**config.mk**
```make
export PLATFORM = sky130hd
export DESIGN_NAME = stl1_activation_fsm
export DESIGN_NICKNAME = d
export VERILOG_FILES = /design/src/hdl/stl1_pkg.sv /design/src/hdl/stl1_activation_fsm.sv
export VERILOG_INCLUDE_DIRS = /design/src /design/src/hdl
export SDC_FILE = /design/constraint.sdc
export NUM_CORES = 1
export LEC_CHECK = 0
export ABC_AREA = 1
export BUFFER_PORTS_ARGS = -buffer_cell sky130_fd_sc_hd__buf_2
export CAP_MARGIN = 25
export CORE_UTILIZATION = 40
export CTS_CLUSTER_SIZE = 10
export DETAILED_ROUTE_END_ITERATION = 12
export SKIP_LAST_GASP = 1
export SLEW_MARGIN = 20
export SYNTH_ARGS = -nofsm -noshare
export SYNTH_HDL_FRONTEND = slang
export SYNTH_SLANG_ARGS = --single-unit
```
**constraint.sdc**
```tcl
create_clock -name ref_clk -period 3.3 [get_ports ref_clk]
set_input_delay 0.165 -clock ref_clk [delete_from_list [all_inputs] [get_ports ref_clk]]
set_output_delay 0.165 -clock ref_clk [all_outputs]
set_load 0.1 [all_outputs]
```
**src/hdl/stl1_cfg.svh**
```systemverilog
`ifndef STL1_CFG_SVH
`define STL1_CFG_SVH
// ----------------------------------------------------------------
// Timing
// ----------------------------------------------------------------
`define STL1_CLK_HZ        100000000
`define STL1_CLK_NS        10
`define STL1_T_ACT_NS      500000
`define STL1_T_SLIP_NS     500000
`define STL1_T_WANDER_NS   50000
`define STL1_T_WNARROW_NS  25000
`define STL1_TM1_HZ        2000
`define STL1_TM2_HZ        96000
`define STL1_CVR_REPEAT    4'h6
// ----------------------------------------------------------------
// Register map
// ----------------------------------------------------------------
`define STL1_ADDR_CTRL     8'h00
`define STL1_ADDR_STATUS   8'h04
`define STL1_ADDR_CI       8'h08
`define STL1_CTRL_LTT      0
`define STL1_CTRL_CFS      1
`define STL1_CTRL_FAR_CODE_VIOLATION_ENABLE     2
`define STL1_CTRL_SLIPW    3
`define STL1_CTRL_PRIO_LO  4
`define STL1_CTRL_PRIO_HI  7
`define STL1_PRIO_RST      4'h8
`define STL1_PRIO_LOW      4'hA
`define STL1_PIN_IDLE      8'h40
`endif

```
**src/hdl/stl1_pkg.sv**
```systemverilog
package stl1_pkg;
	// States, one-hot
	typedef enum logic [12:0] {
		STL1_RESET  = 13'h0001,
		STL1_PDOWN  = 13'h0002,
		STL1_PUP    = 13'h0004,
		STL1_PDEACT = 13'h0008,
		STL1_PACT   = 13'h0010,
		STL1_UNSYNC = 13'h0020,
		STL1_SYNC   = 13'h0040,
		STL1_ACTIV  = 13'h0080,
		STL1_SLIP   = 13'h0100,
		STL1_LOOPC  = 13'h0200,
		STL1_LOOPA  = 13'h0400,
		STL1_TEST1  = 13'h0800,
		STL1_TEST2  = 13'h1000
	} stl1_state_t;
	// Command codes; all but clock request and deactivate are arbitrary
	typedef enum logic [3:0] {
		STL1_C_CLKREQ = 4'h0,
		STL1_C_CLEAR  = 4'h1,
		STL1_C_TEST1  = 4'h2,
		STL1_C_TEST2  = 4'h3,
		STL1_C_LOOP   = 4'h4,
		STL1_C_AR8    = 4'h8,
		STL1_C_ACTIVATE_PRIO_LOW_CMD   = 4'h9,
		STL1_C_DEACT  = 4'hF
	} stl1_cmd_t;
	// Indication codes; values arbitrary
	typedef enum logic [3:0] {
		STL1_I_DC    = 4'h0,
		STL1_I_RES   = 4'h1,
		STL1_I_TM1   = 4'h2,
		STL1_I_TM2   = 4'h3,
		STL1_I_SLIP  = 4'h4,
		STL1_I_RSY   = 4'h5,
		STL1_I_PU    = 4'h6,
		STL1_I_AR    = 4'h7,
		STL1_I_ARL   = 4'h8,
		STL1_I_CVR   = 4'h9,
		STL1_I_AIL   = 4'hA,
		STL1_I_AI8   = 4'hB,
		STL1_I_ACTIVE_PRIO_LOW_IND  = 4'hC,
		STL1_I_DR    = 4'hD,
		STL1_I_IDLE  = 4'hF
	} stl1_ind_t;
	typedef enum logic [1:0] {
		STL1_TX_INFO0 = 2'h0,
		STL1_TX_INFO1 = 2'h1,
		STL1_TX_INFO3 = 2'h2,
		STL1_TX_PULSE = 2'h3
	} stl1_tx_t;
	typedef enum logic [1:0] {
		STL1_RX_INFO0 = 2'h0,
		STL1_RX_SIG   = 2'h1,
		STL1_RX_INFO2 = 2'h2,
		STL1_RX_INFO4 = 2'h3
	} stl1_rx_t;
endpackage : stl1_pkg

```
**src/hdl/stl1_activation_fsm.sv**
```systemverilog
// The implementer's own choices: the register offsets and the plain strobed port.
`timescale 1ns/1ps
`default_nettype none
`include "stl1_cfg.svh"
// Overview of operation
// - Hardware reset pin acts exactly like the clear command.
// - Trunk mode: slip when wander exceeds 50 us, or 25 us if selected.
// - Slip state resynchronises buffer and is left after 0.5 ms.
// - Violation in a multiframe, if enabled, sends violation indication six times.
// - INFO 4 reports high or low priority activation from D-channel class.
// - Power-down keeps awake detector on; clocks stop only if stop bit set.
// - Clock request or static low upstream line powers up; clocks-on reported.
// - INFO 0 in F5..F8 gives pending deactivation; leave by line or deactivate.
// - Pending activation sends INFO 1 and clocks-on, waits indefinitely.
// - Line signal in power-down, power-up or pending states, or lost sync when synced or activated, goes unsynchronised, INFO 1 stops.
// - Synchronised on INFO 2 answers INFO 3, waits for INFO 4.
// - Activated about 0.5 ms after INFO 4 starts.
// - Loop command loops INFO 3 internally, INFO 0 on line, loop-closed shown.
// - Synced on loop shows loop active; line signal shows receiver unsynced.
// - Test modes send alternating pulses at 2 kHz or 96 kHz.
// - Reset state: analog off, INFO 0, awake detector off, no line activation.
// - Remote deactivation reported; clear and test commands acknowledged.
// - INFO 2 reports remote activation; unsynced signal reports unsynced.
// - Entering quiescent state reports deactivation confirm.
// - Receiver classes line as INFO 0, other signal, INFO 2, INFO 4.
module stl1_activation_fsm
	import stl1_pkg::*;
#(
	parameter int unsigned ACT_CYC    = `STL1_T_ACT_NS / `STL1_CLK_NS,
	parameter int unsigned SLIP_CYC   = `STL1_T_SLIP_NS / `STL1_CLK_NS,
	parameter int unsigned WANDER_CYC = `STL1_T_WANDER_NS / `STL1_CLK_NS,
	parameter int unsigned TM1_CYC    = `STL1_CLK_HZ / `STL1_TM1_HZ
)(
	input  wire logic       ref_clk,
	input  wire logic       sys_rst,
	input  wire logic [7:0] reg_addr,
	input  wire logic [15:0] reg_wdata,
	input  wire logic       reg_wr,
	input  wire logic       reg_rd,
	output logic [15:0]     reg_rdata,
	input  wire logic [3:0] ci_rx_code,
	input  wire logic       ci_frame_stb,
	output logic [3:0]      ci_tx_code,
	input  wire logic       hw_reset_pin,
	input  wire logic       upstream_data_line,
	input  wire logic [1:0] line_class,
	input  wire logic       rx_sync,
	input  wire logic       line_frame,
	input  wire logic       line_mframe,
	input  wire logic       line_cv,
	output logic [1:0]      line_tx_info,
	output logic            tx_pulse_pos,
	output logic            tx_pulse_neg,
	output logic            loop_en,
	output logic            analog_en,
	output logic            awake_det_en,
	output logic            bus_clk_en,
	output logic            buf_resync
);
	localparam logic [15:0] ACT_LAST  = 16'(ACT_CYC - 1);
	localparam logic [15:0] SLIP_LAST = 16'(SLIP_CYC - 1);
	localparam logic [15:0] WAND_W    = 16'(WANDER_CYC);
	localparam logic [15:0] WAND_N    = 16'(WANDER_CYC * `STL1_T_WNARROW_NS / `STL1_T_WANDER_NS);
	localparam logic [15:0] TM1_LAST  = 16'(TM1_CYC - 1);
	localparam logic [15:0] TM2_LAST  = 16'(`STL1_CLK_HZ / `STL1_TM2_HZ - 1);

	// ----------------------------------------------------------------
	// Pin synchronisers
	// ----------------------------------------------------------------
	localparam int NPIN = 8;
	// Pins rest at idle level in reset, so no false edge or clock request follows
	localparam logic [NPIN-1:0] PIN_IDLE = `STL1_PIN_IDLE;
	logic [NPIN-1:0] pin_raw;
	logic [NPIN-1:0] pin_s;
	logic [NPIN-1:0] pin_prev_r;
	assign pin_raw = {hw_reset_pin, upstream_data_line, line_class, rx_sync,
		line_frame, line_mframe, line_cv};

	genvar gi;
	generate
		for (gi = 0; gi < NPIN; gi++)
		begin : g_sync
			logic [2:0] sh_r;
			logic       val_r;
			always_ff @(posedge ref_clk)
			begin
				if (sys_rst)
				begin
					sh_r  <= {3{PIN_IDLE[gi]}};
					val_r <= PIN_IDLE[gi];
				end
				else
				begin
					sh_r <= {sh_r[1:0], pin_raw[gi]};
					if (sh_r[1] == sh_r[2])
						val_r <= sh_r[2];
				end
			end
			assign pin_s[gi] = val_r;
		end
	endgenerate

	always_ff @(posedge ref_clk)
	begin
		if (sys_rst)
			pin_prev_r <= PIN_IDLE;
		else
			pin_prev_r <= pin_s;
	end

	logic     rst_pin_s;
	logic     du_low;
	stl1_rx_t rx_cls;
	logic     rx_sync_s;
	logic     lf_edge;
	logic     mf_edge;
	logic     cv_edge;
	assign rst_pin_s = pin_s[7];
	assign du_low    = ~pin_s[6];
	assign rx_cls    = stl1_rx_t'(pin_s[5:4]);
	assign rx_sync_s = pin_s[3];
	assign lf_edge   = pin_s[2] & ~pin_prev_r[2];
	assign mf_edge   = pin_s[1] & ~pin_prev_r[1];
	assign cv_edge   = pin_s[0] & ~pin_prev_r[0];

	// ----------------------------------------------------------------
	// Registers
	// ----------------------------------------------------------------
	logic        ltt_r;
	logic        cfs_r;
	logic        far_code_violation_enable_r;
	logic        slipw_r;
	logic [3:0]  prio_r;
	stl1_state_t st_r;
	stl1_state_t st_nxt;
	logic [3:0]  cmd_r;
	logic [15:0] rdata_nxt;

	always_ff @(posedge ref_clk)
	begin
		if (sys_rst)
		begin
			ltt_r   <= 1'b0;
			cfs_r   <= 1'b0;
			far_code_violation_enable_r  <= 1'b0;
			slipw_r <= 1'b0;
			prio_r  <= `STL1_PRIO_RST;
		end
		else if (reg_wr && reg_addr == `STL1_ADDR_CTRL)
		begin
			ltt_r   <= reg_wdata[`STL1_CTRL_LTT];
			cfs_r   <= reg_wdata[`STL1_CTRL_CFS];
			far_code_violation_enable_r  <= reg_wdata[`STL1_CTRL_FAR_CODE_VIOLATION_ENABLE];
			slipw_r <= reg_wdata[`STL1_CTRL_SLIPW];
			prio_r  <= reg_wdata[`STL1_CTRL_PRIO_HI:`STL1_CTRL_PRIO_LO];
		end
	end

	always_comb
	begin
		rdata_nxt = 16'h0000;
		case (reg_addr)
			`STL1_ADDR_CTRL:   rdata_nxt = {8'h00, prio_r, slipw_r, far_code_violation_enable_r, cfs_r, ltt_r};
			`STL1_ADDR_STATUS: rdata_nxt = {3'h0, st_r};
			`STL1_ADDR_CI:     rdata_nxt = {8'h00, ci_tx_code, cmd_r};
			default:           rdata_nxt = 16'h0000;
		endcase
	end

	always_ff @(posedge ref_clk)
	begin
		if (sys_rst)
			reg_rdata <= 16'h0000;
		else if (reg_rd)
			reg_rdata <= rdata_nxt;
		else
			reg_rdata <= 16'h0000;
	end

	// ----------------------------------------------------------------
	// Command acceptance
	// ----------------------------------------------------------------
	logic [3:0] cmd_last_r;
	logic       cmd_evt_r;
	always_ff @(posedge ref_clk)
	begin
		if (sys_rst)
		begin
			cmd_last_r <= 4'hF;
			cmd_r      <= 4'hF;
			cmd_evt_r  <= 1'b0;
		end
		else
		begin
			cmd_evt_r <= 1'b0;
			if (ci_frame_stb)
			begin
				cmd_last_r <= ci_rx_code;
				if (ci_rx_code == cmd_last_r && ci_rx_code != cmd_r)
				begin
					cmd_r     <= ci_rx_code;
					cmd_evt_r <= 1'b1;
				end
			end
		end
	end

	logic c_clear;
	logic c_deact;
	logic c_ar;
	logic c_clkreq;
	assign c_clear  = cmd_evt_r && cmd_r == STL1_C_CLEAR;
	assign c_deact  = cmd_evt_r && cmd_r == STL1_C_DEACT;
	assign c_ar     = cmd_evt_r && (cmd_r == STL1_C_AR8 || cmd_r == STL1_C_ACTIVATE_PRIO_LOW_CMD);
	assign c_clkreq = cmd_r == STL1_C_CLKREQ || du_low;

	// ----------------------------------------------------------------
	// Wander measurement and slip detection
	// ----------------------------------------------------------------
	logic [15:0] offs_r;
	logic [15:0] wmin_r;
	logic [15:0] wmax_r;
	logic        wval_r;
	logic        slip_det;
	always_ff @(posedge ref_clk)
	begin
		if (sys_rst)
			offs_r <= 16'h0000;
		else if (ci_frame_stb)
			offs_r <= 16'h0000;
		else if (offs_r != 16'hFFFF)
			offs_r <= offs_r + 16'h0001;
	end

	always_ff @(posedge ref_clk)
	begin
		if (sys_rst || st_r != STL1_ACTIV)
		begin
			wval_r <= 1'b0;
			wmin_r <= 16'h0000;
			wmax_r <= 16'h0000;
		end
		else if (lf_edge)
		begin
			wval_r <= 1'b1;
			if (!wval_r || offs_r < wmin_r)
				wmin_r <= offs_r;
			if (!wval_r || offs_r > wmax_r)
				wmax_r <= offs_r;
		end
	end
	assign slip_det = ltt_r && wval_r && (wmax_r - wmin_r) > (slipw_r ? WAND_N : WAND_W);

	// ----------------------------------------------------------------
	// State machine
	// ----------------------------------------------------------------
	logic [15:0] tmr_r;
	logic        tmr_done;
	assign tmr_done = st_r == STL1_SLIP ? tmr_r == SLIP_LAST : tmr_r == ACT_LAST;

	always_comb
	begin
		st_nxt = st_r;
		case (st_r)
			STL1_RESET:
				if (c_deact) st_nxt = STL1_PDOWN;
				else if (c_ar) st_nxt = STL1_PACT;
				else if (cmd_evt_r && c_clkreq) st_nxt = STL1_PUP;
			STL1_PDOWN:
				if (rx_cls != STL1_RX_INFO0) st_nxt = STL1_UNSYNC;
				else if (c_ar) st_nxt = STL1_PACT;
				else if (c_clkreq) st_nxt = STL1_PUP;
			STL1_PUP, STL1_PDEACT, STL1_PACT:
				if (c_deact) st_nxt = STL1_PDOWN;
				else if (rx_cls != STL1_RX_INFO0) st_nxt = STL1_UNSYNC;
				else if (c_ar && st_r == STL1_PUP) st_nxt = STL1_PACT;
			STL1_UNSYNC:
				if (c_deact) st_nxt = STL1_PDOWN;
				else if (rx_cls == STL1_RX_INFO0) st_nxt = STL1_PDEACT;
				else if (rx_sync_s && rx_cls[1]) st_nxt = STL1_SYNC;
			STL1_SYNC:
				if (rx_cls == STL1_RX_INFO0) st_nxt = STL1_PDEACT;
				else if (!rx_sync_s) st_nxt = STL1_UNSYNC;
				else if (rx_cls == STL1_RX_INFO4 && tmr_done) st_nxt = STL1_ACTIV;
			STL1_ACTIV:
				if (rx_cls == STL1_RX_INFO0) st_nxt = STL1_PDEACT;
				else if (!rx_sync_s) st_nxt = STL1_UNSYNC;
				else if (slip_det) st_nxt = STL1_SLIP;
			STL1_SLIP:
				if (rx_cls == STL1_RX_INFO0) st_nxt = STL1_PDEACT;
				else if (tmr_done) st_nxt = STL1_ACTIV;
			STL1_LOOPC:
				if (c_deact) st_nxt = STL1_PDOWN;
				else if (rx_sync_s) st_nxt = STL1_LOOPA;
			STL1_LOOPA, STL1_TEST1, STL1_TEST2:
				if (c_deact) st_nxt = STL1_PDOWN;
			default:
				st_nxt = STL1_RESET;
		endcase
		if (cmd_evt_r && cmd_r == STL1_C_LOOP) st_nxt = STL1_LOOPC;
		if (cmd_evt_r && cmd_r == STL1_C_TEST1) st_nxt = STL1_TEST1;
		if (cmd_evt_r && cmd_r == STL1_C_TEST2) st_nxt = STL1_TEST2;
		if (c_clear || rst_pin_s) st_nxt = STL1_RESET;
	end

	always_ff @(posedge ref_clk)
	begin
		if (sys_rst)
			st_r <= STL1_RESET;
		else
			st_r <= st_nxt;
	end

	// Phase timer for the 0.5 ms holds
	always_ff @(posedge ref_clk)
	begin
		if (sys_rst || st_nxt != st_r)
			tmr_r <= 16'h0000;
		else if ((st_r == STL1_SYNC && rx_cls == STL1_RX_INFO4) || st_r == STL1_SLIP)
		begin
			if (!tmr_done)
				tmr_r <= tmr_r + 16'h0001;
		end
		else
			tmr_r <= 16'h0000;
	end

	// ----------------------------------------------------------------
	// Violation indication repeat
	// ----------------------------------------------------------------
	logic       cv_seen_r;
	logic [3:0] cvr_cnt_r;
	always_ff @(posedge ref_clk)
	begin
		if (sys_rst)
		begin
			cv_seen_r <= 1'b0;
			cvr_cnt_r <= 4'h0;
		end
		else
		begin
			cv_seen_r <= cv_edge | (cv_seen_r & ~mf_edge);
			if (mf_edge && far_code_violation_enable_r && (cv_seen_r || cv_edge))
				cvr_cnt_r <= `STL1_CVR_REPEAT;
			else if (ci_frame_stb && cvr_cnt_r != 4'h0)
				cvr_cnt_r <= cvr_cnt_r - 4'h1;
		end
	end

	// ----------------------------------------------------------------
	// Indications
	// ----------------------------------------------------------------
	stl1_ind_t ind_nxt;
	always_comb
	begin
		ind_nxt = STL1_I_IDLE;
		case (st_r)
			STL1_RESET:  ind_nxt = STL1_I_RES;
			STL1_PDOWN:  ind_nxt = STL1_I_DC;
			STL1_PUP:    ind_nxt = bus_clk_en ? STL1_I_PU : STL1_I_DC;
			STL1_PDEACT: ind_nxt = STL1_I_DR;
			STL1_PACT:   ind_nxt = STL1_I_PU;
			STL1_UNSYNC:
				if (rx_cls == STL1_RX_INFO2) ind_nxt = STL1_I_AR;
				else ind_nxt = STL1_I_RSY;
			STL1_SYNC:   ind_nxt = STL1_I_AR;
			STL1_ACTIV:  ind_nxt = prio_r < `STL1_PRIO_LOW ? STL1_I_AI8 : STL1_I_ACTIVE_PRIO_LOW_IND;
			STL1_SLIP:   ind_nxt = STL1_I_SLIP;
			STL1_LOOPC:  ind_nxt = STL1_I_ARL;
			STL1_LOOPA:  ind_nxt = rx_cls != STL1_RX_INFO0 ? STL1_I_RSY : STL1_I_AIL;
			STL1_TEST1:  ind_nxt = STL1_I_TM1;
			STL1_TEST2:  ind_nxt = STL1_I_TM2;
			default:     ind_nxt = STL1_I_IDLE;
		endcase
		if (cvr_cnt_r != 4'h0) ind_nxt = STL1_I_CVR;
	end

	always_ff @(posedge ref_clk)
	begin
		if (sys_rst)
			ci_tx_code <= STL1_I_RES;
		else
			ci_tx_code <= ind_nxt;
	end

	// ----------------------------------------------------------------
	// Line side controls
	// ----------------------------------------------------------------
	always_ff @(posedge ref_clk)
	begin
		if (sys_rst)
		begin
			line_tx_info <= STL1_TX_INFO0;
			loop_en      <= 1'b0;
			analog_en    <= 1'b0;
			awake_det_en <= 1'b0;
			bus_clk_en   <= 1'b1;
			buf_resync   <= 1'b0;
		end
		else
		begin
			case (st_r)
				STL1_PACT: line_tx_info <= STL1_TX_INFO1;
				STL1_SYNC, STL1_ACTIV, STL1_SLIP: line_tx_info <= STL1_TX_INFO3;
				STL1_TEST1, STL1_TEST2: line_tx_info <= STL1_TX_PULSE;
				default: line_tx_info <= STL1_TX_INFO0;
			endcase
			loop_en      <= st_r == STL1_LOOPC || st_r == STL1_LOOPA;
			analog_en    <= st_r != STL1_RESET;
			awake_det_en <= st_r != STL1_RESET;
			bus_clk_en   <= !(st_r == STL1_PDOWN && !ltt_r && cfs_r);
			buf_resync   <= st_r == STL1_SLIP;
		end
	end

	// Test pulse generator
	logic [15:0] ptmr_r;
	logic        pol_r;
	logic        ptick;
	assign ptick = st_r == STL1_TEST1 ? ptmr_r == TM1_LAST : ptmr_r == TM2_LAST;
	always_ff @(posedge ref_clk)
	begin
		if (sys_rst || (st_r != STL1_TEST1 && st_r != STL1_TEST2))
		begin
			ptmr_r       <= 16'h0000;
			pol_r        <= 1'b0;
			tx_pulse_pos <= 1'b0;
			tx_pulse_neg <= 1'b0;
		end
		else
		begin
			ptmr_r <= ptick ? 16'h0000 : ptmr_r + 16'h0001;
			if (ptick)
				pol_r <= ~pol_r;
			tx_pulse_pos <= (ptick || st_r == STL1_TEST2) && !pol_r;
			tx_pulse_neg <= (ptick || st_r == STL1_TEST2) && pol_r;
		end
	end
endmodule : stl1_activation_fsm
`default_nettype wire

```
Word level (Yosys, flattened, before mapping)
Cells that the tools add are included.
- bits of input ports: 41
- output and inout port bits: 29
- bits in registers: 180
- equal/unequal tests: 43
- bitwise operators: 14
- add/subtract/negate cells: 5
- order comparisons: 4
- reductions and logical operators: 59
- mux-type cells: 41
- operators by type and width (kind ; number):
    2-to-1 mux 13 bit ; 28
    case mux 13 bit (9 select lines) ; 1
    case mux 4 bit (13 select lines) ; 1
    adder 16 x 1 -> 16 bit (second input constant) ; 3
    case mux 13 bit (3 select lines) ; 1
    equality test 16 bit (second input constant) ; 2
    logical AND 1 bit ; 23
    equality test 16 x 11 -> 1 bit (second input constant) ; 1
    greater-than comparator 16 x 13 -> 1 bit ; 1
    greater-than comparator 16 bit ; 1
    less-than comparator 16 bit ; 1
    inequality test 16 bit (second input constant) ; 1
    OR reduction 2 bit ; 8
    subtractor 16 bit ; 1
    equality test 13 x 1 -> 1 bit (second input constant) ; 1
    equality test 13 x 10 -> 1 bit (second input constant) ; 1
    equality test 13 x 11 -> 1 bit (second input constant) ; 1
    equality test 13 x 12 -> 1 bit (second input constant) ; 1
    equality test 13 bit (second input constant) ; 1
    equality test 13 x 2 -> 1 bit (second input constant) ; 1
    equality test 13 x 3 -> 1 bit (second input constant) ; 1
    equality test 13 x 4 -> 1 bit (second input constant) ; 1
    equality test 13 x 5 -> 1 bit (second input constant) ; 1
    equality test 13 x 6 -> 1 bit (second input constant) ; 1
    37 further kinds ; 83

Depth between registers and ports, before layout
- depth after elaboration: 15
- depth in mapped cells: 23
- gate-level depth less buffers: 23

Worst setup path before layout
OpenSTA, ideal clock, no wires.
- path type: register to register
- start: reg wmax_r[0]
- end: reg st_r[5]
- data required time: 3172 ps
- cell stages (with the launch flop): 21
- data arrival time: 2420 ps
- path slack: 752 ps
- period minus slack after synthesis: 2548 ps
- cells stage by stage: dfxtp_1 inv_1 ha_1 fa_1 inv_1 nand3_1 nand3_1 a31oi_1 xnor2_1 ha_1 nand3_1 nor2_1 nand3_1 nand2_1 nand2_1 nand2_1 nand2_1 nand2_1 nand2_1 nand2_1 nor2_1
- longest elaborated chain between the ends: 11
- ends and longest elaborated chain (item ; line ; RTL):
    from (decl) ; stl1_activation_fsm.sv:222 ; logic [15:0] wmax_r;
    from (signal assigned) ; stl1_activation_fsm.sv:249 ; wmax_r <= offs_r;
    subtractor 16 bit ; stl1_activation_fsm.sv:252 ; assign slip_det = ltt_r && wval_r && (wmax_r - wmin_r) > (slipw_r ? WAND_N : WAND_W);
    greater-than comparator 16 x 13 -> 1 bit ; stl1_activation_fsm.sv:252 ;
    logical AND 1 bit ; stl1_activation_fsm.sv:252 ;
    2-to-1 mux 13 bit ; stl1_activation_fsm.sv:288 ; else if (slip_det) st_nxt = STL1_SLIP;
    2-to-1 mux 13 bit ; stl1_activation_fsm.sv:287 ; else if (!rx_sync_s) st_nxt = STL1_UNSYNC;
    2-to-1 mux 13 bit ; stl1_activation_fsm.sv:286 ; if (rx_cls == STL1_RX_INFO0) st_nxt = STL1_PDEACT;
    case mux 13 bit (9 select lines) ; stl1_activation_fsm.sv:264 ; case (st_r)
    2-to-1 mux 13 bit ; stl1_activation_fsm.sv:300 ; if (cmd_evt_r && cmd_r == STL1_C_LOOP) st_nxt = STL1_LOOPC;
    2-to-1 mux 13 bit ; stl1_activation_fsm.sv:301 ; if (cmd_evt_r && cmd_r == STL1_C_TEST1) st_nxt = STL1_TEST1;
    2-to-1 mux 13 bit ; stl1_activation_fsm.sv:302 ; if (cmd_evt_r && cmd_r == STL1_C_TEST2) st_nxt = STL1_TEST2;
    2-to-1 mux 13 bit ; stl1_activation_fsm.sv:303 ; if (c_clear || rst_pin_s) st_nxt = STL1_RESET;
    to (signal assigned) ; stl1_activation_fsm.sv:311 ; st_r <= st_nxt;
    to (decl) ; stl1_activation_fsm.sv:134 ; stl1_state_t st_r;
No other way between the ends.
A chain may end at the register's enable or synchronous reset.

Final worst setup path
Ends and elaborated chain as after synthesis.

==> metrics.yaml <==
wirelength_mm: 23.0
leakagePower_uw: 0.00470
cp.required_ns: 3.63
layoutNonFillerInstCount: 1761
rows: 56
finalCritPeriodShare: 0.896
synth_edf_count: 0
ys_seq_elements: 177
grt_max_degree: 34
ant_nets: 0
grt-ovfl-total: 0
power_density_mw_per_mm2: 435
ys_types: 58
area_growth_syn_to_layout_pct: 14.7
cts_tree: "done"
synth_warnings: 0
arrival_ns: 3.28
hold_viol_final: 0
start_kind: "register"
clock_path_buffers: 2
finalSetupTns_ns: 0
seq_power_share: 0.462
antenna_found_initial: 0
yosys-top-cells-area: "dfxtp_1 37%, inv_1 8.9%, nand2_1 8.6%, ha_1 7.4%, nor2_1 6.8%"
antenna_cells: 0
chipHeight_um: 157
period_needed_ns: 2.96
synth_common_cells: "227 x inv_1, 220 x nand2_1, 177 x dfxtp_1"
yosys.area.top_type: "dfxtp_1"
insertion_delay_ns: 0.44
cp_max_fo: 4
synth_sequential_area_ratio: 0.369
clkTransAtPathRegs_ns: 0.08
grt_pass1_vias: 7713
drt_pass1_iterations: 5
run_status: "completed"
holdWs_ns: 0.0190
gp_congestion: 0.910
syn-cell-area_sq_mm: 0.00960
crit_top_cell: "nand2_1"
fin_nets: 1528
synth_area_per_cell_sq_um: 7.07
vias: 8571
crit_path_cell_trace: "inv_1 -> ha_1 -> fa_1 -> inv_1 -> nand3_1 -> nand3_1 -> a31oi_1 -> xnor2_1 -> ha_1 -> nand3_1 -> nor2_1 -> nand3_1 -> nand2_1 -> nand2_1 -> nand2_1 -> nand2_1 -> nand2_1 -> nand2_1 -> nand2_1 -> nor2_1"
synth_most_common_cell: "inv_1"
synthCells: 1359
tightest_slew_ns: 0.667
p_sw_uw: 1300
synth_ff_type: "dfxtp_1"
initial_core_util: 0.408
drt-vias-per-instance: 4.87
cts_sinks: 177
endpoint_kind: "register"
core_area_sq_mm: 0.0235
netlist.area_leader.share: 0.369
crit_buf_inv: 2
port_buffers: 58
postCtsSetupRepairBufs: 0
drv_slew: 0
grt_first_pass_wirelength_mm: 37.6
ir_drop_uv: 365
ioPinCount: 70
clock.fmax_mhz: 338
h-tree-depth: 4
wire_per_inst_um: 13.1
drc: 0
numCtsBuffers: 17
die_w_um: 157
cts_root_buf: "clkbuf_16"
critPathKind: "register to register"
rsz0062_at_grt: "no"
grtUsageTotal: 0.194
internal_power_uw: 3500
cap_violations: 0
pwr-share-clk: 0.462
pwr-share-comb: 0.076
hp-class: "input pin to register"
hpwl_mm: 17.6
critPathTopFamily: "simple AND/OR/NAND/NOR gates"
placed_cells_incl_taps: 1720
sw_frac_of_total: 0.270
cpPeakStageDelay_ns: 0.40
setup_viol: 0
crit_slowest_cell: "fa_1"
final_util: 0.468
relSlewSlack: 0.554
die_area_sq_mm: 0.0246
async_reset_ff_frac: 0
skew_ns: 0.0132
drt-initial-drc-count: 556
layout-drive-gt1-share: 0.112
through the flow:
step,setup WS (ns),power (uW),instance area [sq um]
3_5_place_dp,0.362,2620,10300
5_1_grt,0.0170,4960,11000
3_3_place_gp,0.406,2610,10300
4_1_cts,0.312,4840,11000
2_1_floorplan,0.752,2520,9610
6_report,0.342,4790,11000
cell type report:
class                           count  area (sq um)
Clock buffer                       17           425
Clock inverter                     15           243
Fill cell                        2403         12500
Inverter                          234           880
Multi-Input combinational cell    918          5040
Sequential cell                   177          3540
Tap cell                          319           399
Timing Repair Buffer               81           485
worst reg2reg max path, cell delays in order (launching register included):
cell and delay [ns]:
dfxtp_1 0.34, inv_1 0.07, ha_1 0.21, fa_1 0.40, inv_1 0.11, nand3_1 0.11, nand3_1 0.12, a31oi_1 0.10
xnor2_1 0.15, ha_1 0.28, nand3_1 0.07, nor2_1 0.18, nand3_1 0.10, nand2_1 0.07, nand2_1 0.15, nand2_1 0.10
nand2_1 0.05, nand2_1 0.08, nand2_1 0.06, nand2_1 0.07, nor2_1 0.04
cell usage in the layout (no fill, tap or decap), drive strengths merged, types with 23 or more instances in the layout:
master / Yosys / layout
nand3: 62 / 62
o21ai: 76 / 76
buf: 9 / 72
a21oi: 110 / 110
inv: 232 / 237
dfxtp: 177 / 177
nor2: 196 / 196
nand2: 230 / 230
ha: 57 / 57
nand4: 23 / 23
nor3: 38 / 38
layer usage:
metal,part of all wire,GRT usage
met1,0.51,0.274
met2,0.43,0.304
met3,0.047,0.0275
met4,0.012,0.0588
met5,0,0
power groups by stage:
stage          Combinational, uW  Sequential, uW  Clock, uW
4_1_cts                      364            2210       2260
6_report                     364            2210       2210
5_1_grt                      403            2220       2340
3_3_place_gp                 347            2260          0
3_5_place_dp                 351            2260          0
2_1_floorplan                227            2290          0
state kept, by name, indices dropped and copies added, names as in the netlist, 8 cells and up:
| signal | flops |
|---|---|
| reg_rdata | 13 |
| g_sync.val_r | 8 |
| ptmr_r | 16 |
| tmr_r | 16 |
| g_sync.sh_r | 24 |
| offs_r | 16 |
| wmax_r | 16 |
| wmin_r | 16 |
| st_r | 13 |
final timing paths:
kind	start	end	slack (ns)	cells after the start
setup / recovery	wmax_r[0]$_SDFFE_PP0P_	st_r[5]$_SDFF_PP0_	0.34	20
hold / removal	ci_rx_code[3]	cmd_last_r[3]$_SDFFE_PP1P_	0.02	3
setup reg to reg	wmax_r[0]$_SDFFE_PP0P_	st_r[5]$_SDFF_PP0_	0.34	20
hold reg to reg	g_sync[5].sh_r[0]$_SDFF_PP0_	g_sync[5].sh_r[1]$_SDFF_PP0_	0.40	2
repair_timing:
action / CTS / global route
endpoints found under the hold margin: 9 / 0
resized for setup: 0 / 0
hold buffers: 9 / 0
kinds of logic after synthesis:
family	share of synthesized area
compound gates	0.140
xor+xnor	0.0319
fa+ha+maj	0.0764
buf+inv	0.107
flops	0.369
mux	0.00104
other cells	0.000391
simple gates	0.275
Power figures use the tool's default switching activity.
